$ cat config.mk
export PLATFORM = sky130hd
export DESIGN_NAME = sdta_top
export DESIGN_NICKNAME = d
export VERILOG_FILES = /design/src/sdta_pkg.sv /design/src/sdta_sec.sv /design/src/sdta_ser.sv /design/src/sdta_top.sv
export VERILOG_INCLUDE_DIRS = /design/src
export SDC_FILE = /design/constraint.sdc
export NUM_CORES = 1
export LEC_CHECK = 0
export ABC_AREA = 1
export BUFFER_PORTS_ARGS = -buffer_cell sky130_fd_sc_hd__buf_2
export CELL_PAD_IN_SITES_DETAIL_PLACEMENT = 0
export CELL_PAD_IN_SITES_GLOBAL_PLACEMENT = 1
export CORE_MARGIN = 2
export CORE_UTILIZATION = 30
export CTS_BUF_LIST = sky130_fd_sc_hd__clkbuf_4
export CTS_CLUSTER_DIAMETER = 50
export DETAILED_ROUTE_END_ITERATION = 8
export GPL_TIMING_DRIVEN = 0
export PLACE_DENSITY = 0.78
export RECOVER_POWER = 100
export SLEW_MARGIN = 20
export SYNTH_ARGS = -nofsm -noshare
export SYNTH_HDL_FRONTEND = slang
export SYNTH_SLANG_ARGS = --single-unit
$ cat constraint.sdc
create_clock -name CLK_I -period 1.6 [get_ports CLK_I]
set_input_delay 0.08 -clock CLK_I [delete_from_list [all_inputs] [get_ports CLK_I]]
set_output_delay 0.08 -clock CLK_I [all_outputs]
set_load 0.05 [all_outputs]
$ cat src/sdta_map.svh
/*
  Constants for the secure debug trace access block: register offsets,
  field positions, reset values, command opcodes and timing counts.
  Assumes it is included by name before any file that uses the macros.
*/
`ifndef SDTA_MAP_SVH
`define SDTA_MAP_SVH

// Register byte offsets on the AXI4-Lite bus
`define SDTA_OFS_CTRL     8'h00
`define SDTA_OFS_STATUS   8'h04
`define SDTA_OFS_FLASH_SECURITY_REG     8'h08
// Control register fields
`define SDTA_CTRL_ACKEN   0
`define SDTA_CTRL_TMOCLR  1
`define SDTA_CTRL_RST     1'h0
// Status fields, shared by bus status and the debug status byte
`define SDTA_ST_LOADED    0
`define SDTA_ST_SECURED   1
`define SDTA_ST_ACTIVE    2
`define SDTA_ST_SPECIAL   3
`define SDTA_ST_TMO       4
`define SDTA_ST_ACKEN     5
`define SDTA_ST_BUSY      6
// Security field and its one open pattern
`define SDTA_SEC_LSB      0
`define SDTA_SEC_OPEN     2'h2
`define SDTA_SEC_ADVISED  2'h1
`define SDTA_FLASH_SECURITY_REG_RST     8'h00
// Command opcodes seen on the debug port
`define SDTA_OP_READ_TB   8'h07
`define SDTA_OP_CSR_RD    8'h2D
`define SDTA_OP_CSR_WR    8'h0D
`define SDTA_OP_ERASE     8'h95
`define SDTA_OP_MEM_RD    8'h30
`define SDTA_OP_MEM_RD_WS 8'h31
// Timing counts in clock cycles
`define SDTA_TMO_CYC      8'hFF
`define SDTA_DLY_CYC      5'h10
// AXI responses
`define SDTA_RESP_OKAY    2'h0
`define SDTA_RESP_SLVERR  2'h2

`endif

$ cat src/sdta_pkg.sv
/*
  Types for the secure debug trace access block.
  Assumes nothing beyond a SystemVerilog compiler.
*/
package sdta_pkg;
  // Controller sequence
  typedef enum logic [2:0] {ST_IDLE, ST_ARG, ST_FETCH, ST_ACK, ST_SEND} sdta_state_e;
  // Kind of command in progress
  typedef enum logic [1:0] {OP_NONE, OP_TB, OP_MEM, OP_MEM_WS} sdta_op_e;
  // One response byte toward the host
  typedef struct packed {
    logic       valid;
    logic [7:0] data;
  } sdta_rsp_s;
endpackage

$ cat src/sdta_sec.sv
/*
  Security state: holds the flash security register, loaded from the
  nonvolatile security byte after every reset, and the unsecure routes.
  Assumes the nonvolatile byte is stable when reset is released.
*/
`timescale 1ns/10ps
`default_nettype none
`include "sdta_map.svh"

module sdta_sec (
  // Clock and reset
  input  wire logic       clk_i,
  input  wire logic       rst_i,
  // Nonvolatile byte and unsecure events
  input  wire logic [7:0] nv_byte_i,
  input  wire logic       backdoor_i,
  input  wire logic       prog_we_i,
  input  wire logic [7:0] prog_byte_i,
  input  wire logic       erase_done_i,
  // State
  output logic      [7:0] flash_security_reg_o,
  output logic            loaded_o,
  output logic            secured_o
);
  logic [7:0] flash_security_reg_r, flash_security_reg_nxt;
  logic       pend_r, loaded_r, loaded_nxt;

  // Copy taken one edge after release, never under reset itself
  always_comb begin
    flash_security_reg_nxt   = flash_security_reg_r;
    loaded_nxt = loaded_r | pend_r;
    if (pend_r) begin
      flash_security_reg_nxt = nv_byte_i;
    end else if (prog_we_i) begin
      flash_security_reg_nxt = prog_byte_i;
    end else if (backdoor_i || erase_done_i) begin
      flash_security_reg_nxt[`SDTA_SEC_LSB+:2] = `SDTA_SEC_OPEN;
    end
  end

  always_ff @(posedge clk_i) begin
    if (rst_i) begin
      flash_security_reg_r <= `SDTA_FLASH_SECURITY_REG_RST;
      pend_r               <= 1'b1;
      loaded_r             <= 1'b0;
    end else begin
      flash_security_reg_r <= flash_security_reg_nxt;
      pend_r               <= 1'b0;
      loaded_r             <= loaded_nxt;
    end
  end

  assign flash_security_reg_o    = flash_security_reg_r;
  assign loaded_o  = loaded_r;
  // Only one pattern opens the device
  assign secured_o = flash_security_reg_r[`SDTA_SEC_LSB+:2] != `SDTA_SEC_OPEN;

  a_load_after_reset: assert property (@(posedge clk_i) disable iff (rst_i)
    pend_r && !rst_i |=> flash_security_reg_r == $past(nv_byte_i))
    else $error("security byte not copied after reset");
endmodule // sdta_sec

`default_nettype wire

$ cat src/sdta_ser.sv
/*
  Response serializer: sends up to four bytes of a word, most significant
  byte first, one byte per clock. Assumes load only while idle.
*/
`timescale 1ns/10ps
`default_nettype none

module sdta_ser (
  // Clock and reset
  input  wire logic              clk_i,
  input  wire logic              rst_i,
  // Load side
  input  wire logic              load_i,
  input  wire logic [31:0]       word_i,
  input  wire logic [2:0]        nbytes_i,
  output logic                   idle_o,
  // Byte stream
  output sdta_pkg::sdta_rsp_s    rsp_o
);
  logic [31:0]         word_r, word_nxt;
  logic [2:0]          cnt_r, cnt_nxt;
  sdta_pkg::sdta_rsp_s rsp_r, rsp_nxt;

  // Shift out from the top byte
  always_comb begin
    word_nxt = word_r;
    cnt_nxt  = cnt_r;
    rsp_nxt  = '0;
    if (load_i) begin
      word_nxt = word_i;
      cnt_nxt  = nbytes_i;
    end else if (cnt_r != 3'h0) begin
      rsp_nxt.valid = 1'b1;
      rsp_nxt.data  = word_r[31:24];
      word_nxt      = {word_r[23:0], 8'h00};
      cnt_nxt       = cnt_r - 3'h1;
    end
  end

  always_ff @(posedge clk_i) begin
    if (rst_i) begin
      word_r <= 32'h0000_0000;
      cnt_r  <= 3'h0;
      rsp_r  <= '0;
    end else begin
      word_r <= word_nxt;
      cnt_r  <= cnt_nxt;
      rsp_r  <= rsp_nxt;
    end
  end

  assign idle_o = cnt_r == 3'h0; // Count only, so no loop back through the loader
  assign rsp_o  = rsp_r;
endmodule // sdta_ser

`default_nettype wire

$ cat src/sdta_top.sv
/*
  Secure debug trace access: gates debug port commands by the security
  state and serves trace buffer, memory read, status and erase commands.
  Assumes a host that sends command bytes one per valid cycle and waits
  for the answer, and an AXI4-Lite master for the control registers.
*/
`timescale 1ns/10ps
`default_nettype none
`include "sdta_map.svh"

module sdta_top #(
  parameter bit TRACE_PRESENT = 1'b1
) (
  // Clock and reset
  input  wire logic        CLK_I,
  input  wire logic        SYS_RST_I,
  // AXI4-Lite slave
  input  wire logic        AXI_AWVALID_I,
  input  wire logic [7:0]  AXI_AWADDR_I,
  output logic             AXI_AWREADY_O,
  input  wire logic        AXI_WVALID_I,
  input  wire logic [31:0] AXI_WDATA_I,
  input  wire logic [3:0]  AXI_WSTRB_I,
  output logic             AXI_WREADY_O,
  output logic             AXI_BVALID_O,
  output logic [1:0]       AXI_BRESP_O,
  input  wire logic        AXI_BREADY_I,
  input  wire logic        AXI_ARVALID_I,
  input  wire logic [7:0]  AXI_ARADDR_I,
  output logic             AXI_ARREADY_O,
  output logic             AXI_RVALID_O,
  output logic [31:0]      AXI_RDATA_O,
  output logic [1:0]       AXI_RRESP_O,
  input  wire logic        AXI_RREADY_I,
  // Debug host command and response
  input  wire logic        HOST_VALID_I,
  input  wire logic [7:0]  HOST_BYTE_I,
  output logic             HOST_READY_O,
  output logic             RSP_VALID_O,
  output logic [7:0]       RSP_BYTE_O,
  output logic             RSP_ACK_O,
  // Security sources and results
  input  wire logic        SPECIAL_MODE_I,
  input  wire logic [7:0]  NV_SEC_BYTE_I,
  input  wire logic        BACKDOOR_OK_I,
  input  wire logic        SEC_PROG_WE_I,
  input  wire logic [7:0]  SEC_PROG_BYTE_I,
  input  wire logic        ERASE_DONE_I,
  output logic             MASS_ERASE_O,
  output logic             FLASH_RESTRICT_O,
  output logic             SECURED_O,
  output logic             DEBUG_ACTIVE_O,
  // Trace buffer port
  output logic             TB_REQ_O,
  output logic             TB_HI_O,
  input  wire logic        TB_RDY_I,
  input  wire logic [31:0] TB_DATA_I,
  // Memory read port
  output logic             MEM_REQ_O,
  output logic [23:0]      MEM_ADDR_O,
  input  wire logic        MEM_ACK_I,
  input  wire logic [7:0]  MEM_RDATA_I
);
  logic [7:0]            flash_security_reg;
  logic                  loaded, secured, ser_idle, ser_load;
  logic [31:0]           ser_word;
  logic [2:0]            ser_n;
  sdta_pkg::sdta_rsp_s   ser_rsp;
  sdta_pkg::sdta_state_e state_r, state_nxt;
  sdta_pkg::sdta_op_e    op_r, op_nxt;
  logic [23:0]           addr_r, addr_nxt;
  logic [1:0]            argc_r, argc_nxt;
  logic                  csrw_r, csrw_nxt, hi_r, hi_nxt, req_r, req_nxt;
  logic [7:0]            tmo_r, tmo_nxt;
  logic [31:0]           data_r, data_nxt;
  logic                  ack_en_r, ack_en_nxt, tmo_flag_r, tmo_flag_nxt;
  logic                  active_r, active_nxt, special_r, special_nxt;
  logic                  seen_r, erase_r, erase_nxt, ack_r, ack_nxt;
  logic                  sec_r, enabled, allowed, tmo_set, set_ack, clr_tmo;
  logic [7:0]            status;

  sdta_sec u_sec (
    .clk_i        (CLK_I),
    .rst_i        (SYS_RST_I),
    .nv_byte_i    (NV_SEC_BYTE_I),
    .backdoor_i   (BACKDOOR_OK_I),
    .prog_we_i    (SEC_PROG_WE_I),
    .prog_byte_i  (SEC_PROG_BYTE_I),
    .erase_done_i (ERASE_DONE_I),
    .flash_security_reg_o       (flash_security_reg),
    .loaded_o     (loaded),
    .secured_o    (secured)
  );

  sdta_ser u_ser (
    .clk_i    (CLK_I),
    .rst_i    (SYS_RST_I),
    .load_i   (ser_load),
    .word_i   (ser_word),
    .nbytes_i (ser_n),
    .idle_o   (ser_idle),
    .rsp_o    (ser_rsp)
  );

  // Status byte, also the body of the status register
  always_comb begin
    status = 8'h00;
    status[`SDTA_ST_LOADED]  = loaded;
    status[`SDTA_ST_SECURED] = secured;
    status[`SDTA_ST_ACTIVE]  = active_r;
    status[`SDTA_ST_SPECIAL] = special_r;
    status[`SDTA_ST_TMO]     = tmo_flag_r;
    status[`SDTA_ST_ACKEN]   = ack_en_r;
    status[`SDTA_ST_BUSY]    = state_r != sdta_pkg::ST_IDLE;
  end

  // Secured normal mode shuts the port; secured special mode filters it
  assign enabled = loaded && !(secured && !special_r);
  assign allowed = !secured || HOST_BYTE_I == `SDTA_OP_ERASE
                 || HOST_BYTE_I == `SDTA_OP_CSR_RD || HOST_BYTE_I == `SDTA_OP_CSR_WR;

  // Command sequencer
  always_comb begin
    state_nxt   = state_r;
    op_nxt      = op_r;
    addr_nxt    = addr_r;
    argc_nxt    = argc_r;
    csrw_nxt    = csrw_r;
    hi_nxt      = hi_r;
    req_nxt     = req_r;
    tmo_nxt     = tmo_r;
    data_nxt    = data_r;
    erase_nxt   = 1'b0;
    ack_nxt     = 1'b0;
    ser_load    = 1'b0;
    ser_word    = 32'h0000_0000;
    ser_n       = 3'h0;
    tmo_set     = 1'b0;
    set_ack     = 1'b0;
    active_nxt  = active_r;
    special_nxt = special_r;
    if (!seen_r && loaded) begin
      special_nxt = SPECIAL_MODE_I;
      active_nxt  = SPECIAL_MODE_I;
    end
    unique case (state_r)
      sdta_pkg::ST_IDLE: begin
        if (HOST_VALID_I && enabled && allowed) begin
          unique case (HOST_BYTE_I)
            `SDTA_OP_READ_TB: begin
              op_nxt    = sdta_pkg::OP_TB;
              hi_nxt    = 1'b0;
              req_nxt   = TRACE_PRESENT;
              tmo_nxt   = 8'h00;
              data_nxt  = 32'h0000_0000;
              state_nxt = sdta_pkg::ST_FETCH;
            end
            `SDTA_OP_MEM_RD, `SDTA_OP_MEM_RD_WS: begin
              op_nxt    = (HOST_BYTE_I == `SDTA_OP_MEM_RD) ? sdta_pkg::OP_MEM
                                                           : sdta_pkg::OP_MEM_WS;
              csrw_nxt  = 1'b0;
              argc_nxt  = 2'h0;
              state_nxt = sdta_pkg::ST_ARG;
            end
            `SDTA_OP_CSR_WR: begin
              csrw_nxt  = 1'b1;
              state_nxt = sdta_pkg::ST_ARG;
            end
            `SDTA_OP_CSR_RD: begin
              ser_load  = 1'b1;
              ser_word  = {status, 24'h00_0000};
              ser_n     = 3'h1;
              op_nxt    = sdta_pkg::OP_NONE;
              state_nxt = sdta_pkg::ST_SEND;
            end
            `SDTA_OP_ERASE: erase_nxt = 1'b1;
            default: ;
          endcase
        end
      end
      sdta_pkg::ST_ARG: begin
        if (HOST_VALID_I && csrw_r) begin
          set_ack   = 1'b1;
          state_nxt = sdta_pkg::ST_IDLE;
        end else if (HOST_VALID_I) begin
          addr_nxt = {addr_r[15:0], HOST_BYTE_I};
          argc_nxt = argc_r + 2'h1;
          if (argc_r == 2'h2) begin
            req_nxt   = !secured;
            tmo_nxt   = 8'h00;
            state_nxt = secured ? sdta_pkg::ST_IDLE : sdta_pkg::ST_FETCH;
          end
        end
      end
      sdta_pkg::ST_FETCH: begin
        tmo_nxt = tmo_r + 8'h01;
        if (!req_r || (op_r == sdta_pkg::OP_TB ? TB_RDY_I : MEM_ACK_I)) begin
          req_nxt   = 1'b0;
          if (req_r) begin
            data_nxt = (op_r == sdta_pkg::OP_TB) ? TB_DATA_I : {24'h00_0000, MEM_RDATA_I};
          end
          state_nxt = sdta_pkg::ST_ACK;
        end else if (tmo_r == `SDTA_TMO_CYC) begin
          req_nxt   = 1'b0;
          tmo_set   = 1'b1;
          state_nxt = sdta_pkg::ST_IDLE;
        end
      end
      sdta_pkg::ST_ACK: begin
        ack_nxt   = ack_en_r && op_r != sdta_pkg::OP_MEM_WS;
        ser_load  = 1'b1;
        state_nxt = sdta_pkg::ST_SEND;
        unique case (op_r)
          sdta_pkg::OP_TB: begin
            ser_word = data_r;
            ser_n    = 3'h4;
          end
          sdta_pkg::OP_MEM_WS: begin
            ser_word = {status, data_r[7:0], 16'h0000};
            ser_n    = 3'h2;
          end
          default: begin
            ser_word = {data_r[7:0], 24'h00_0000};
            ser_n    = 3'h1;
          end
        endcase
      end
      sdta_pkg::ST_SEND: begin
        if (ser_idle) begin
          state_nxt = sdta_pkg::ST_IDLE;
          if (op_r == sdta_pkg::OP_TB && !hi_r) begin
            hi_nxt    = 1'b1;
            req_nxt   = TRACE_PRESENT;
            tmo_nxt   = 8'h00;
            data_nxt  = 32'h0000_0000;
            state_nxt = sdta_pkg::ST_FETCH;
          end
        end
      end
      default: state_nxt = sdta_pkg::ST_IDLE;
    endcase
  end

  // AXI4-Lite slave state
  logic        awh_r, awh_nxt, wh_r, wh_nxt, bv_r, bv_nxt, arr_r, arr_nxt, rv_r, rv_nxt;
  logic [7:0]  awa_r, awa_nxt;
  logic [31:0] wd_r, wd_nxt, rd_r, rd_nxt;
  logic [3:0]  ws_r, ws_nxt;
  logic [1:0]  br_r, br_nxt, rr_r, rr_nxt;
  logic        bus_wr;

  always_comb begin
    awh_nxt = awh_r;
    awa_nxt = awa_r;
    wh_nxt  = wh_r;
    wd_nxt  = wd_r;
    ws_nxt  = ws_r;
    bv_nxt  = bv_r && !AXI_BREADY_I;
    br_nxt  = br_r;
    arr_nxt = arr_r;
    rv_nxt  = rv_r;
    rd_nxt  = rd_r;
    rr_nxt  = rr_r;
    bus_wr  = 1'b0;
    if (AXI_AWVALID_I && !awh_r) begin
      awh_nxt = 1'b1;
      awa_nxt = AXI_AWADDR_I;
    end
    if (AXI_WVALID_I && !wh_r) begin
      wh_nxt = 1'b1;
      wd_nxt = AXI_WDATA_I;
      ws_nxt = AXI_WSTRB_I;
    end
    if (awh_r && wh_r && !bv_r) begin
      bus_wr  = awa_r == `SDTA_OFS_CTRL;
      br_nxt  = (awa_r == `SDTA_OFS_CTRL) ? `SDTA_RESP_OKAY : `SDTA_RESP_SLVERR;
      bv_nxt  = 1'b1;
      awh_nxt = 1'b0;
      wh_nxt  = 1'b0;
    end
    if (rv_r && AXI_RREADY_I) begin
      rv_nxt  = 1'b0;
      arr_nxt = 1'b1;
    end else if (AXI_ARVALID_I && arr_r) begin
      arr_nxt = 1'b0;
      rv_nxt  = 1'b1;
      rr_nxt  = `SDTA_RESP_OKAY;
      unique case (AXI_ARADDR_I)
        `SDTA_OFS_CTRL:   rd_nxt = {31'h0000_0000, ack_en_r};
        `SDTA_OFS_STATUS: rd_nxt = {24'h00_0000, status};
        `SDTA_OFS_FLASH_SECURITY_REG:   rd_nxt = {24'h00_0000, flash_security_reg};
        default: begin
          rd_nxt = 32'h0000_0000;
          rr_nxt = `SDTA_RESP_SLVERR;
        end
      endcase
    end
  end

  // Acknowledge enable written from both sides; a timeout beats its clear
  assign clr_tmo = bus_wr && ws_r[0] && wd_r[`SDTA_CTRL_TMOCLR];
  always_comb begin
    ack_en_nxt = ack_en_r;
    if (set_ack) begin
      ack_en_nxt = HOST_BYTE_I[`SDTA_CTRL_ACKEN];
    end else if (bus_wr && ws_r[0]) begin
      ack_en_nxt = wd_r[`SDTA_CTRL_ACKEN];
    end
    tmo_flag_nxt = tmo_set || (tmo_flag_r && !clr_tmo);
  end

  always_ff @(posedge CLK_I) begin
    if (SYS_RST_I) begin
      state_r <= sdta_pkg::ST_IDLE;
      op_r    <= sdta_pkg::OP_NONE;
      {addr_r, argc_r, csrw_r, hi_r, req_r, tmo_r, data_r} <= '0;
      {erase_r, ack_r, active_r, special_r, seen_r, sec_r} <= {5'h00, 1'b1};
      ack_en_r   <= `SDTA_CTRL_RST;
      tmo_flag_r <= 1'b0;
      {awh_r, awa_r, wh_r, wd_r, ws_r, bv_r, br_r} <= '0;
      {rv_r, rd_r, rr_r} <= '0;
      arr_r <= 1'b1;
    end else begin
      state_r    <= state_nxt;
      op_r       <= op_nxt;
      addr_r     <= addr_nxt;
      argc_r     <= argc_nxt;
      csrw_r     <= csrw_nxt;
      hi_r       <= hi_nxt;
      req_r      <= req_nxt;
      tmo_r      <= tmo_nxt;
      data_r     <= data_nxt;
      erase_r    <= erase_nxt;
      ack_r      <= ack_nxt;
      active_r   <= active_nxt;
      special_r  <= special_nxt;
      seen_r     <= seen_r | loaded;
      sec_r      <= secured;
      ack_en_r   <= ack_en_nxt;
      tmo_flag_r <= tmo_flag_nxt;
      {awh_r, awa_r, wh_r, wd_r, ws_r, bv_r, br_r} <=
        {awh_nxt, awa_nxt, wh_nxt, wd_nxt, ws_nxt, bv_nxt, br_nxt};
      {arr_r, rv_r, rd_r, rr_r} <= {arr_nxt, rv_nxt, rd_nxt, rr_nxt};
    end
  end

  // Outputs from flops; HOST_READY_O, TB_REQ_O and MEM_REQ_O through gating logic
  assign AXI_AWREADY_O    = !awh_r;
  assign AXI_WREADY_O     = !wh_r;
  assign AXI_BVALID_O     = bv_r;
  assign AXI_BRESP_O      = br_r;
  assign AXI_ARREADY_O    = arr_r;
  assign AXI_RVALID_O     = rv_r;
  assign AXI_RDATA_O      = rd_r;
  assign AXI_RRESP_O      = rr_r;
  assign HOST_READY_O     = seen_r && state_r == sdta_pkg::ST_IDLE;
  assign RSP_VALID_O      = ser_rsp.valid;
  assign RSP_BYTE_O       = ser_rsp.data;
  assign RSP_ACK_O        = ack_r;
  assign MASS_ERASE_O     = erase_r;
  assign FLASH_RESTRICT_O = sec_r;
  assign SECURED_O        = sec_r;
  assign DEBUG_ACTIVE_O   = active_r;
  assign TB_REQ_O         = req_r && op_r == sdta_pkg::OP_TB;
  assign TB_HI_O          = hi_r;
  assign MEM_REQ_O        = req_r && op_r != sdta_pkg::OP_TB;
  assign MEM_ADDR_O       = addr_r;

  // Checks
  a_open_pattern: assert property (@(posedge CLK_I) disable iff (SYS_RST_I)
    flash_security_reg[1:0] == `SDTA_SEC_OPEN |=> !SECURED_O) else $error("open pattern left secured");
  a_ns_closed: assert property (@(posedge CLK_I) disable iff (SYS_RST_I)
    state_r == sdta_pkg::ST_IDLE && loaded && secured && !special_r
    |=> state_r == sdta_pkg::ST_IDLE && !MASS_ERASE_O) else $error("closed port took command");
  a_ss_active: assert property (@(posedge CLK_I) disable iff (SYS_RST_I)
    !seen_r && loaded && SPECIAL_MODE_I |=> DEBUG_ACTIVE_O) else $error("no active debug");
  a_mem_blocked: assert property (@(posedge CLK_I) disable iff (SYS_RST_I)
    $rose(MEM_REQ_O) |-> !$past(secured)) else $error("secured memory access");
  a_restrict: assert property (@(posedge CLK_I) disable iff (SYS_RST_I)
    FLASH_RESTRICT_O == $past(secured)) else $error("restrict not following security");
  a_ack_lead: assert property (@(posedge CLK_I) disable iff (SYS_RST_I)
    RSP_ACK_O |-> !RSP_VALID_O ##1 RSP_VALID_O[*1]) else $error("data not after ack");
  a_tb_halves: assert property (@(posedge CLK_I) disable iff (SYS_RST_I)
    TB_REQ_O && !$past(TB_REQ_O) && $past(state_r) == sdta_pkg::ST_IDLE |-> !TB_HI_O)
    else $error("trace high half first");
  a_tmo_abort: assert property (@(posedge CLK_I) disable iff (SYS_RST_I)
    state_r == sdta_pkg::ST_FETCH && req_r && tmo_r == `SDTA_TMO_CYC && !TB_RDY_I && !MEM_ACK_I
    |=> state_r == sdta_pkg::ST_IDLE && tmo_flag_r) else $error("timeout not taken");
  a_ws_status: assert property (@(posedge CLK_I) disable iff (SYS_RST_I)
    state_r == sdta_pkg::ST_ACK && op_r == sdta_pkg::OP_MEM_WS |=> ##1 RSP_BYTE_O == $past(status, 2))
    else $error("status byte not first");
  a_refused: assert property (@(posedge CLK_I) disable iff (SYS_RST_I)
    state_r == sdta_pkg::ST_IDLE && HOST_VALID_I && enabled && !allowed
    |=> state_r == sdta_pkg::ST_IDLE && !req_r && HOST_READY_O) else $error("refused not idle");
  c_trace_read: cover property (@(posedge CLK_I) TB_REQ_O && TB_HI_O && TB_RDY_I);
  c_mem_ws: cover property (@(posedge CLK_I) state_r == sdta_pkg::ST_ACK && op_r == sdta_pkg::OP_MEM_WS);
  c_erase_sec: cover property (@(posedge CLK_I) MASS_ERASE_O && SECURED_O);
endmodule // sdta_top

`default_nettype wire

Word level (Yosys, flattened, before mapping)
Cells that the tools add are included.
Storage, ports and cells
  register bits after elaboration: 187
  latch bits: 0
  RAM bits: 0
  memory bits (read-only): 0
  input bits: 130
  output and inout port bits: 83
  logic and storage cells: 235
  memories kept: 0
Operators by class
  add/subtract/negate cells: 3
  multipliers: 0
  div/mod/pow operators: 0
  $lt $le $gt $ge: 0
  equality and inequality tests: 33
  shift-type cells: 0
  multiplexer cells: 83
  bitwise operators: 8
  reduce and logical (&&, ||, !) cells: 73
Operator list (number)
  2-to-1 mux 32 bit: 9
  case mux 32 bit (2 select lines): 2
  case mux 32 bit (3 select lines): 1
  2-to-1 mux 8 bit: 8
  2-to-1 mux 31 bit: 2
  case mux 8 bit (4 select lines): 1
  2-to-1 mux 1 bit: 28
  2-to-1 mux 3 bit: 9
  equality test 8 x 6 -> 1 bit, second input constant: 3
  case mux 8 bit (3 select lines): 1
  logical AND 1 bit: 21
  2-to-1 mux 2 bit: 10
  inequality test 2 bit, second input constant: 10
  equality test 8 x 3 -> 1 bit, second input constant: 2
  equality test 8 x 4 -> 1 bit, second input constant: 2
  equality test 8 bit, second input constant: 2
  logical NOT 8 bit: 2
  case mux 3 bit (5 select lines): 1
  nonzero test 3 bit: 5
  case mux 3 bit (2 select lines): 2
  nonzero test 2 bit: 6
  OR reduction 3 bit: 4
  logical NOT 1 bit: 11
  AND reduction 5 bit: 2
  other kinds (30): 56

Depth between registers and ports, before layout
Gate-level depths: netlist of run 1.
  depth in word-level cells: 9
  mapped depth: 13

Cells and area by module
From an unflattened synthesis of run 1, not the netlist that was laid out.
Unflattened totals
  cells, all modules: 1170
  area total of the unflattened synthesis: 7940.1 µm²
Modules (own cells, without submodules)
  sdta_top: times used 1, cells each 826, area each 5415.2 µm², sequential area each 2142.1 µm²
  sdta_ser: times used 1, cells each 269, area each 2023.2 µm², sequential area each 880.8 µm²
  sdta_sec: times used 1, cells each 75, area each 501.7 µm², sequential area each 200.2 µm²

Least setup slack after synthesis of run 1
No wires, ideal clock.
  path kind: flip-flop to flip-flop
  start point: register special_r
  end point: register u_ser.word_r[15]
  library setup time: 124 ps
  arrival: 1751 ps
  slack: -275 ps
  stages on the path, launching flop included: 8
  path buffers: 2
  clock period less this slack: 1875 ps
  cells stage by stage: dfxtp_1 > inv_1 > a21oi_1 > nand3_4 > nand3_1 > buf_4 > buf_2 > a31oi_1
Between the ends
  longest elaborated chain between the ends: 9
  elaborated cells between the ends (all ways): 12
  classes of those cells: mux: 5; reduce/logical: 7
RTL lines
  start, declared: line sdta_top.sv:77  | logic active_r, active_nxt, special_r, special_nxt;
  start signal, assigned: line sdta_top.sv:317  | {erase_r, ack_r, active_r, special_r, seen_r, sec_r} <= {5'h00, 1'b1};
  start signal, assigned: line sdta_top.sv:336  | special_r <= special_nxt;
  logical NOT 1 bit *: line sdta_top.sv:118  | assign enabled = loaded && !(secured && !special_r);
  logical AND 1 bit *: line sdta_top.sv:118
  logical NOT 1 bit *: line sdta_top.sv:118
  logical AND 1 bit *: line sdta_top.sv:118
  logical AND 1 bit * (2 in series): line sdta_top.sv:148  | if (HOST_VALID_I && enabled && allowed) begin
  2-to-1 mux 31 bit or 2-to-1 mux 1 bit (tied branches): line sdta_top.sv:148
  case mux 32 bit (2 select lines) or case mux 1 bit (2 select lines) (tied branches): line sdta_top.sv:146  | unique case (state_r)
  2-to-1 mux 32 bit or nonzero test 2 bit (tied branches)
  end signal, assigned: line sdta_ser.sv:46  | word_r <= word_nxt;
  end, declared: line sdta_ser.sv:20  | logic [31:0] word_r, word_nxt;
Every way passes the cells marked *; elsewhere a longest branch is shown, timed or not.
A chain may end at the register's enable or synchronous reset.

Worst setup path in the final report of run 1
  start point: register state_r[2]
  end point: register data_r[9]
Between the ends
  longest elaborated chain between the ends: 3
  elaborated cells between the ends (all ways): 12
  classes of those cells: eq/ne: 8; mux: 1; reduce/logical: 3
RTL lines
  start, declared: line sdta_top.sv:69  | sdta_pkg::sdta_state_e state_r, state_nxt;
  start signal, assigned: line sdta_top.sv:314  | state_r <= sdta_pkg::ST_IDLE;
  start signal, assigned: line sdta_top.sv:324  | state_r <= state_nxt;
  equality test 3 x 2 -> 1 bit (tied with other cells): line sdta_top.sv:146
  inequality test 2 bit (no line) (tied with other cells)
  AND reduction 7 bit (no line)
  end signal, assigned: line sdta_top.sv:332  | data_r <= data_nxt;
  end, declared: line sdta_top.sv:75  | logic [31:0] data_r, data_nxt;
Several ways; a longest one is shown, not always the timed one.

==> flow_summary.yaml, run 1 <==
status:
  status: "finished with violations"
  violations: "setup timing"
floorplanning:
  dieArea_sq_um: 27400
  io_pins: 213
  num_rows: 59
  initial_core_util_pct: 30.3
  fp.dieH_um: 166
  fp.dieW_um: 166
  core_sq_um: 25800
timing:
  fin_crit_ps: 1690
  clock.fmax_mhz: 593
  fin_ws_ps: -86.6
  slew_headroom_pct: 38.0
  slew_violations: 0
  setup_tns_ps: -1930
  rsz0062_at_grt: "true"
  setup_viol: 51
  finalHoldViolCount: 0
  fin_hold_ws_ps: 35.4
  worst_pin_slew_ps: 931
  skew_ps: 21.8
  min_period_over_period_pct: 105
placed_design:
  gp_congestion: 0.838
  place_area_sq_um: 9110
  dp_cells: 1688
  port_buffers: 153
  dp_slack_ps: -400
  post-dp-hpwl_um: 18400
layout:
  final_net_count: 1659
  final_cells: 1874
  final_area_sq_um: 11900
  syn_to_final_growth_pct: 51.8
  drive_gt1_share_pct: 32.7
  fin_util_pct: 46.0
  fill_cells: 2627
clock_network:
  cts_tree: "built"
  cts_buffers: 17
  clkLatencyLatePin_ps: 590
  clk_pin_slew_worst_paths_ps: 130
  max-clock-path-buffers: 2
  clock-sinks: 161
  cts-root-buf: "clkbuf_4"
  h-tree-depth: 4
yosys:
  synth_edf_count: 0
  yosysSeqAreaShare_pct: 41.2
  synth.area.top_cells: "dfxtp_1, nand2_1, nor2_1"
  synthCells: 1175
  ys_ff_latch: 161
  ys.warnings.count: 0
  async_reset_ff_share_pct: 0
  synth.most_common_cell: "nand2_1"
  synth_top_area_share_pct: 41.2
  syn_area_per_cell_sq_um: 6.66
  synth_top_area_cell: "dfxtp_1"
  yosys-top-cells-count: "nand2_1, nor2_1, dfxtp_1"
  dominantRegCellSynth: "dfxtp_1"
  yosysUniqueCellTypes: 37
  syn_area_sq_um: 7830
critical_path:
  cp_top_family: "simple AND/OR/NAND/NOR gates"
  cp-start-kind: "register"
  worst_path_max_delay_cell: "dfxtp_2"
  cp_cell_sequence: "buf_8 -> inv_4 -> nand3_4 -> inv_4 -> nand2_2 -> nand3_2 -> nor2_4 -> nand3_4 -> clkbuf_16 -> nand2_2 -> inv_1 -> nor2_1"
  setup.worst_path.end_class: "register"
  cp_num_buf_inv: 5
  worstSetupPathType: "reg2reg"
  cp.arrival_ps: 2210
  cp_max_fo: 7
  critPathRequiredTime_ps: 2120
  critPathMaxStageDelay_ps: 360
grt:
  gr-usage-all-layers_pct: 19.2
  grt_use_met1_pct: 25.8
  grt_pass1_vias: 7816
  grt_max_degree: 17
  overflow: 0
  grt_use_met2_pct: 32.1
  grt_pass1_wl_um: 40700
  use_met3_pct: 2.85
  grt-busiest-layer: "met2"
  antenna_found_initial: 1
routing:
  vias: 8690
  drt_wl_total_um: 26900
  ant_nets: 0
  drtIter0Drc: 621
  post_drt_wl_per_cell_um: 14.4
  routed_via_density: 4.64
  drcViolationCount: 0
  dr.pass1.iters: 5
min_path:
  hp-class: "in2reg"
pwr:
  pwr_density_cell_nw_per_um2: 885
  peakVddDrop_uv: 594
  p_total_mw: 10.5
  p_leak_nw: 5.37
run:
  maxCapViolCount: 0
-- repair_timing --
item | CTS | global route
gates cloned | 7 | 7
hold buffers | 90 | 1
endpoints found under the setup margin | 122 | 119
gates resized for setup | 164 | 194
buffers inserted | 28 | 23
pin swaps | 27 | 60
hold endpoints to repair | 81 | 1
-- power breakdown --
part           switching (mW)  internal [mW]  total [mW]
Clock                    1.58          0.937        2.51
Sequential              0.200           4.35        4.55
Combinational            1.88           1.58        3.46
Total                    3.66           6.86        10.5
-- worst reg2reg max path, cell delays in order, from the launching register on --
cell	delay [ps]
dfxtp_2	360
buf_8	130
inv_4	40
nand3_4	120
inv_4	60
nand2_2	60
nand3_2	90
nor2_4	180
nand3_4	210
clkbuf_16	230
nand2_2	50
inv_1	30
nor2_1	80
-- cell usage in the layout, fill, tap and decap left out, types with 4 or more instances in the layout --
cell,netlist,routed
nand2_1,261,214
nor2_1,190,169
dfxtp_1,161,148
buf_2,16,121
inv_1,141,113
dlygate4sd3_1,0,90
buf_4,31,69
a21oi_1,65,58
o21ai_0,79,55
nand3_1,63,51
nand4_1,39,39
inv_2,14,36
clkbuf_2,0,36
nand2_2,2,29
buf_6,3,26
conb_1,1,26
clkbuf_4,0,22
o21ai_2,0,21
nand2_4,2,19
o21ai_1,13,16
a31oi_1,17,15
nor2_4,4,14
clkbuf_1,29,14
nor2_2,3,14
buf_8,0,12
nand3_2,2,11
dfxtp_2,0,8
clkbuf_16,0,6
nand3_4,2,6
a21oi_2,0,6
inv_4,0,5
o22ai_1,5,5
inv_6,0,5
dfxtp_4,0,5
nor3_1,7,4
buf_1,4,4
or2_2,4,4
clkinvlp_4,0,4
-- state kept, by name (all words and copies together), names as in the netlist, 2 cells and up --
register and cells:
u_ser.cnt_r 3, u_ser.rsp_o 9, u_ser.word_r 32, awa_r 8
data_r 32, u_sec.flash_security_reg_o 8, tmo_r 8, argc_r 2
wd_r 2, AXI_RDATA_O 8, state_r 3, MEM_ADDR_O 24
op_r 2
-- cell families (layout without fill, tap and decap cells) --
family                     Yosys count  in the layout  synth area share (%)
buffers and inverters              238            575                  13.4
other                                1             27                0.0479
xor gates and xnor gates             1              1                 0.112
and+or+nand+nor                    587            588                  32.4
DFF                                161            161                  41.2
adders and majority gates            4              4                 0.640
AOI/OAI and AO/OA                  183            183                  12.2
-- routing by layer --
metal  routed length (um)  up-vias
li1                     -     4400
met1                12000     3986
met2                12800      276
met3                 1630       28
met4                  418        0
met5                    0        -
-- cell type report --
class | instances | area [sq um] | area share [%]
multi-input combinational | 802 | 4290 | 36.1
sequential | 161 | 3250 | 27.4
timing repair buffer | 307 | 2360 | 19.8
buffer | 81 | 678 | 5.71
inverter | 155 | 602 | 5.06
tap | 335 | 419 | 3.53
clock inverter | 15 | 155 | 1.31
clock buffer | 17 | 128 | 1.07
antenna | 1 | 2.50 | 0.0211
-- worst paths after layout --
path	start	to	slack [ps]	cells past startpoint
max	state_r[2]	data_r[9]	-90	12
min	HOST_BYTE_I[7]	csrw_r	40	7
max reg2reg	state_r[2]	data_r[9]	-90	12
min reg2reg	u_ser.word_r[30]	u_ser.rsp_o[6]	460	2
(Power assumes the default switching activity.)
==> run 2: changes to the inputs <==
- CORE_MARGIN: 2 -> default
- CORE_UTILIZATION: 30 -> 33
- CTS_BUF_LIST: sky130_fd_sc_hd__clkbuf_4 -> default
- PLACE_DENSITY: 0.78 -> 0.83
==> run 2 against run 1 <==
Net effect:
- sequential share of layout area increased by 1.4 points
- via count decreased by 3.9%
- critical path depth did not move
- worst setup slack better by 45 ps
- largest power group unchanged
- total power rose by 10%
- the flow still finishes with violations (setup timing)
==> flow_summary.yaml, run 2 (synthesized netlist as in run 1, its figures left out) <==
timing:
  clock.fmax_mhz: 609
  fin_hold_ws_ps: 15.3
  slew_headroom_pct: 36.7
  slew_violations: 0
  min_period_over_period_pct: 103
  fin_crit_ps: 1640
  skew_ps: 12.4
  finalHoldViolCount: 0
  worst_pin_slew_ps: 941
  setup_viol: 31
  rsz0062_at_grt: "true"
  fin_ws_ps: -42.0
critical_path:
  cp-start-kind: "register"
  startpoint: "state_r[2]"
  rrSetupSlack_ps: -40
  ff2ff_path_depth: 12
  cp_max_fo: 7
  cp.arrival_ps: 2010
  setup.worst_path.end_class: "register"
  critPathRequiredTime_ps: 1970
  worstSetupPathType: "reg2reg"
  reg2reg_to: "data_r[30]"
  endpoint: "data_r[30]"
  r2r-start: "state_r[2]"
grt:
  use_met3_pct: 3.39
  grt_use_met1_pct: 27.9
  grt_use_met2_pct: 32.6
  gr-usage-all-layers_pct: 20.2
  grt_max_degree: 17
  grt_pass1_vias: 7506
  grt-busiest-layer: "met2"
  overflow: 0
  grt_pass1_wl_um: 38500
  antenna_found_initial: 0
floorplanning:
  fp.dieH_um: 156
  fp.dieW_um: 156
  io_pins: 213
  initial_core_util_pct: 34.2
  dieArea_sq_um: 24300
  num_rows: 55
  core_sq_um: 22900
pwr:
  p_leak_nw: 4.92
  p_total_mw: 11.6
  pwr_density_cell_nw_per_um2: 1030
  peakVddDrop_uv: 717
routing:
  post_drt_wl_per_cell_um: 13.8
  dr.pass1.iters: 5
  drt_wl_total_um: 24900
  drcViolationCount: 0
  routed_via_density: 4.64
  ant_nets: 0
  vias: 8349
  drtIter0Drc: 632
layout:
  n_antenna_cell: 0
  syn_to_final_growth_pct: 44.0
  final_net_count: 1609
  most-common-layout-cells: "nand2_1, nor2_1, dfxtp_1"
  fin_util_pct: 49.2
  drive_gt1_share_pct: 26.4
  final_cells: 1801
  final_common_cell: "nand2_1"
clock_network:
  clk_pin_slew_worst_paths_ps: 70
  clock-sinks: 161
  clkLatencyLatePin_ps: 440
  h-tree-depth: 4
  cts_tree: "built"
  cts-root-buf: "clkbuf_16"
  cts_buffers: 17
  max-clock-path-buffers: 2
placed_design:
  post-dp-hpwl_um: 17600
  port_buffers: 153
  dp_cells: 1666
  gp_congestion: 0.839
status:
  status: "finished with violations"
  violations: "setup timing"
run:
  maxCapViolCount: 0
min_path:
  hp-class: "in2reg"
==> run 2: changes by cell type in the layout (fill, tap and decap cells not counted), sizes merged, moves of 3 or more <==
cell / change
buf: -36
clkbuf: +20
inv: -3
dlygate4sd3: -32
==> run 2: per-layer routing <==
layer,routed length [um],part of all wire (%)
met1,11800,48
met2,11600,47
met3,1220,4.9
met4,247,0.99
met5,0,0
==> run 2: area by class of cell <==
cell class | count | area (sq um)
inverters | 155 | 617
clock buffers | 18 | 429
well taps | 313 | 392
repair buffers | 256 | 1710
clock inverters | 14 | 154
plain buffers | 83 | 623
flip-flops and latches | 161 | 3250
multi-input cells | 801 | 4100
fillers | 2308 | 11600
==> run 2: power by group <==
group	internal, mW	switching [mW]	total, mW	leakage (nW)
registers	4.35	0.177	4.52	1.31
clock network	2.32	1.78	4.10	0.278
logic	1.31	1.70	3.00	3.33
total	7.97	3.65	11.6	4.92
==> run 2: what timing repair did <==
| action | 4_1_cts | 5_1_grt |
|---|---|---|
| pin swaps | 10 | 59 |
| cloned | 3 | 3 |
| hold buffers | 58 | 0 |
| endpoints found under the hold margin | 47 | 0 |
| setup buffers | 21 | 18 |
| setup endpoints to repair | 122 | 124 |
| gates resized for setup | 95 | 173 |
==> run 2: critical path: stages, from the launching register on <==
cell     delay (ps)
dfxtp_2         330
buf_8           140
inv_6            40
nand3_4         110
inv_4            50
nand2_2          60
nand3_2          90
nor2_4          200
nand3_4         190
buf_6           190
nand2_1          70
inv_2            30
nor2_1           80
==> run 2: through the flow <==
| step | TNS (ps) | cell area, sq um | setup slack (ps) |
|---|---|---|---|
| after CTS | -1750 | 10700 | -61.2 |
| final | -369 | 11300 | -42.0 |
| after floorplan | 0 | 7920 | 1.91 |
| after global placement | -29280 | 9080 | -343 |
| after detailed placement | -31000 | 9080 | -341 |
| after global routing | -6470 | 11300 | -134 |
==> run 2: worst min-delay path by stage <==
stage                    start             end  depth (start not counted)
6_report       AXI_ARADDR_I[2]  AXI_RDATA_O[7]                          4
5_1_grt          TB_DATA_I[30]      data_r[30]                          5
4_1_cts        AXI_ARADDR_I[2]  AXI_RDATA_O[7]                          4
3_5_place_dp         SYS_RST_I    u_sec.pend_r                          1
3_3_place_gp         SYS_RST_I    u_sec.pend_r                          1
2_1_floorplan        SYS_RST_I    u_sec.pend_r                          0
==> run 3: changes to the inputs <==
- CORE_UTILIZATION: 33 -> 30
- PLACE_DENSITY: 0.83 -> 0.77
- SYNTH_HIERARCHICAL: default -> 1
==> run 3 against run 2 <==
Net effect:
- register-to-register slack lost 190 ps
- critical path type unchanged
- maximum frequency shrank 10%
- global-route usage shrank 0.61 points
- critical endpoint is now u_ser/word_r[25]
- die area grew 11%
- sequential share of layout area shrank 0.84 points
- cell count grew 1.6%
- the run still ends with setup timing left
==> flow_summary.yaml, run 3 <==
routing:
  post_drt_wl_per_cell_um: 14.6
  ant_nets: 0
  drcViolationCount: 0
  vias: 8543
  drt_wl_total_um: 26700
  dr.pass1.iters: 4
  drtIter0Drc: 409
  routed_via_density: 4.67
grt:
  overflow: 0
  grt_pass1_vias: 7987
  antenna_found_initial: 1
  grt_max_degree: 19
  gr-usage-all-layers_pct: 19.6
  grt_pass1_wl_um: 41300
yosys:
  synthCells: 1170
  synth_edf_count: 0
  synth.area.top_cells: "dfxtp_1, nand2_1, nor2_1"
  synth_top_area_cell: "dfxtp_1"
  async_reset_ff_share_pct: 0
  syn_area_per_cell_sq_um: 6.79
  synth.most_common_cell: "nand2_1"
  ys.warnings.count: 6
  syn_area_sq_um: 7940
  yosysUniqueCellTypes: 44
  dominantRegCellSynth: "dfxtp_1"
  ys_ff_latch: 161
  yosysSeqAreaShare_pct: 40.6
  synth_top_area_share_pct: 40.6
  yosys-top-cells-count: "nand2_1, nor2_1, dfxtp_1"
placed_design:
  post-dp-hpwl_um: 18500
  gp_congestion: 0.855
  dp_slack_ps: -598
  port_buffers: 152
timing:
  finalHoldViolCount: 0
  rsz0062_at_grt: "true"
  setup_viol: 95
  slew_violations: 0
  slew_headroom_pct: 53.3
  clock.fmax_mhz: 546
  skew_ps: 13.4
  min_period_over_period_pct: 115
  fin_ws_ps: -232
  fin_crit_ps: 1830
  worst_pin_slew_ps: 701
status:
  status: "finished with violations"
  violations: "setup timing"
min_path:
  hold_start: "NV_SEC_BYTE_I[1]"
  hp-class: "in2reg"
pwr:
  peakVddDrop_uv: 601
  p_leak_nw: 5.09
  pwr_density_cell_nw_per_um2: 915
critical_path:
  cp-start-kind: "register"
  cp.arrival_ps: 2200
  cp_max_fo: 6
  setup.worst_path.end_class: "register"
  critPathRequiredTime_ps: 1970
  r2r-start: "u_sec/flash_security_reg_o[0]"
  startpoint: "u_sec/flash_security_reg_o[0]"
  worstSetupPathType: "reg2reg"
clock_network:
  clk_pin_slew_worst_paths_ps: 70
  cts_buffers: 17
  clock-sinks: 161
  h-tree-depth: 4
  max-clock-path-buffers: 2
  clkLatencyLatePin_ps: 440
  cts-root-buf: "clkbuf_16"
  cts_tree: "built"
layout:
  final_common_cell: "nand2_1"
  most-common-layout-cells: "nand2_1, nor2_1, dfxtp_1"
  drive_gt1_share_pct: 29.4
  n_antenna_cell: 0
  fill_cells: 2722
  syn_to_final_growth_pct: 46.8
  final_net_count: 1616
  fin_util_pct: 44.8
floorplanning:
  initial_core_util_pct: 30.6
  fp.dieH_um: 165
  core_sq_um: 26000
  fp.dieW_um: 165
  io_pins: 213
  dieArea_sq_um: 27100
  num_rows: 59
run:
  maxCapViolCount: 0
[run 3: cell types whose count changed after synthesis, moves of 10 or more]
cell and delta:
o21ai_1 -10, a21oi_1 +29, a31oi_1 -16, nand2_1 +58
nor2_1 -15, inv_1 -45, o21ai_0 -18
[run 3: cell families after synthesis]
family	Yosys count	synth area share, %
simple gates	622	33.5
buf+inv	191	12.1
compound gates	190	13.0
flops	161	40.6
fa+ha+maj	4	0.630
xor+xnor	1	0.110
other cells	1	0.0472
[run 3: power by group]
group	total, mW	switching (mW)	internal [mW]
Sequential	4.17	0.0639	4.11
Combinational	2.45	1.44	1.01
Clock	4.04	1.95	2.09
Total	10.7	3.45	7.21
[run 3: repair_timing]
item,in CTS,in global routing
resized for setup,140,107
endpoints found under the hold margin,54,2
hold buffers,63,1
gates cloned,8,3
buffers inserted,29,17
pin swaps,51,51
endpoints found under the setup margin,123,124
[run 3: final timing paths]
check                           slack [ps]                            end  cells past startpoint
worst min register to register         430                 u_ser/rsp_o[1]                      2
worst min-delay path                     8  u_sec/flash_security_reg_o[1]                      4
worst max-delay path                  -230               u_ser/word_r[25]                     11
worst max register to register        -230               u_ser/word_r[25]                     11
[run 3: metal layers]
metal	GRT usage [%]	up-vias	wire length [um]
met5	0	-	13
met4	5.96	2	552
met3	4.02	34	1190
met2	34.3	179	13600
met1	24.0	3985	11400
li1	-	4343	-
[run 3: area by class of cell]
class	count	area [sq um]	area share, %
inverters	108	438	3.76
plain buffers	80	667	5.72
well taps	335	419	3.60
clock buffers	17	425	3.65
flip-flops and latches	161	3260	28.0
multi-input cells	845	4450	38.1
clock inverters	15	158	1.35
repair buffers	269	1840	15.8
[run 3: per-stage QoR]
| step | TNS, ps | hold WS, ps | total power, mW | cells | cell area, sq um |
|---|---|---|---|---|---|
| 6_report | -13100 | 8.10 | 10.7 | 1830 | 11700 |
| 2_1_floorplan | -1000 | 108 | 5.64 | 1195 | 8170 |
| 3_5_place_dp | -35450 | 306 | 6.14 | 1682 | 9350 |
| 5_1_grt | -23570 | 18.4 | 11.1 | 1830 | 11700 |
| 4_1_cts | -8840 | 1.07 | 10.6 | 1813 | 11300 |
| 3_3_place_gp | -32680 | 306 | 6.13 | 1682 | 9350 |
[run 3: worst max-delay path, stage by stage, from the launching register on]
cell and delay, ps:
dfxtp_2 330, inv_2 70, nand2_4 70, a211oi_2 250
nand4_1 240, nand2_2 200, buf_6 150, buf_6 140
nand2_2 70, nand2_2 80, nand2_1 60, a21oi_2 100
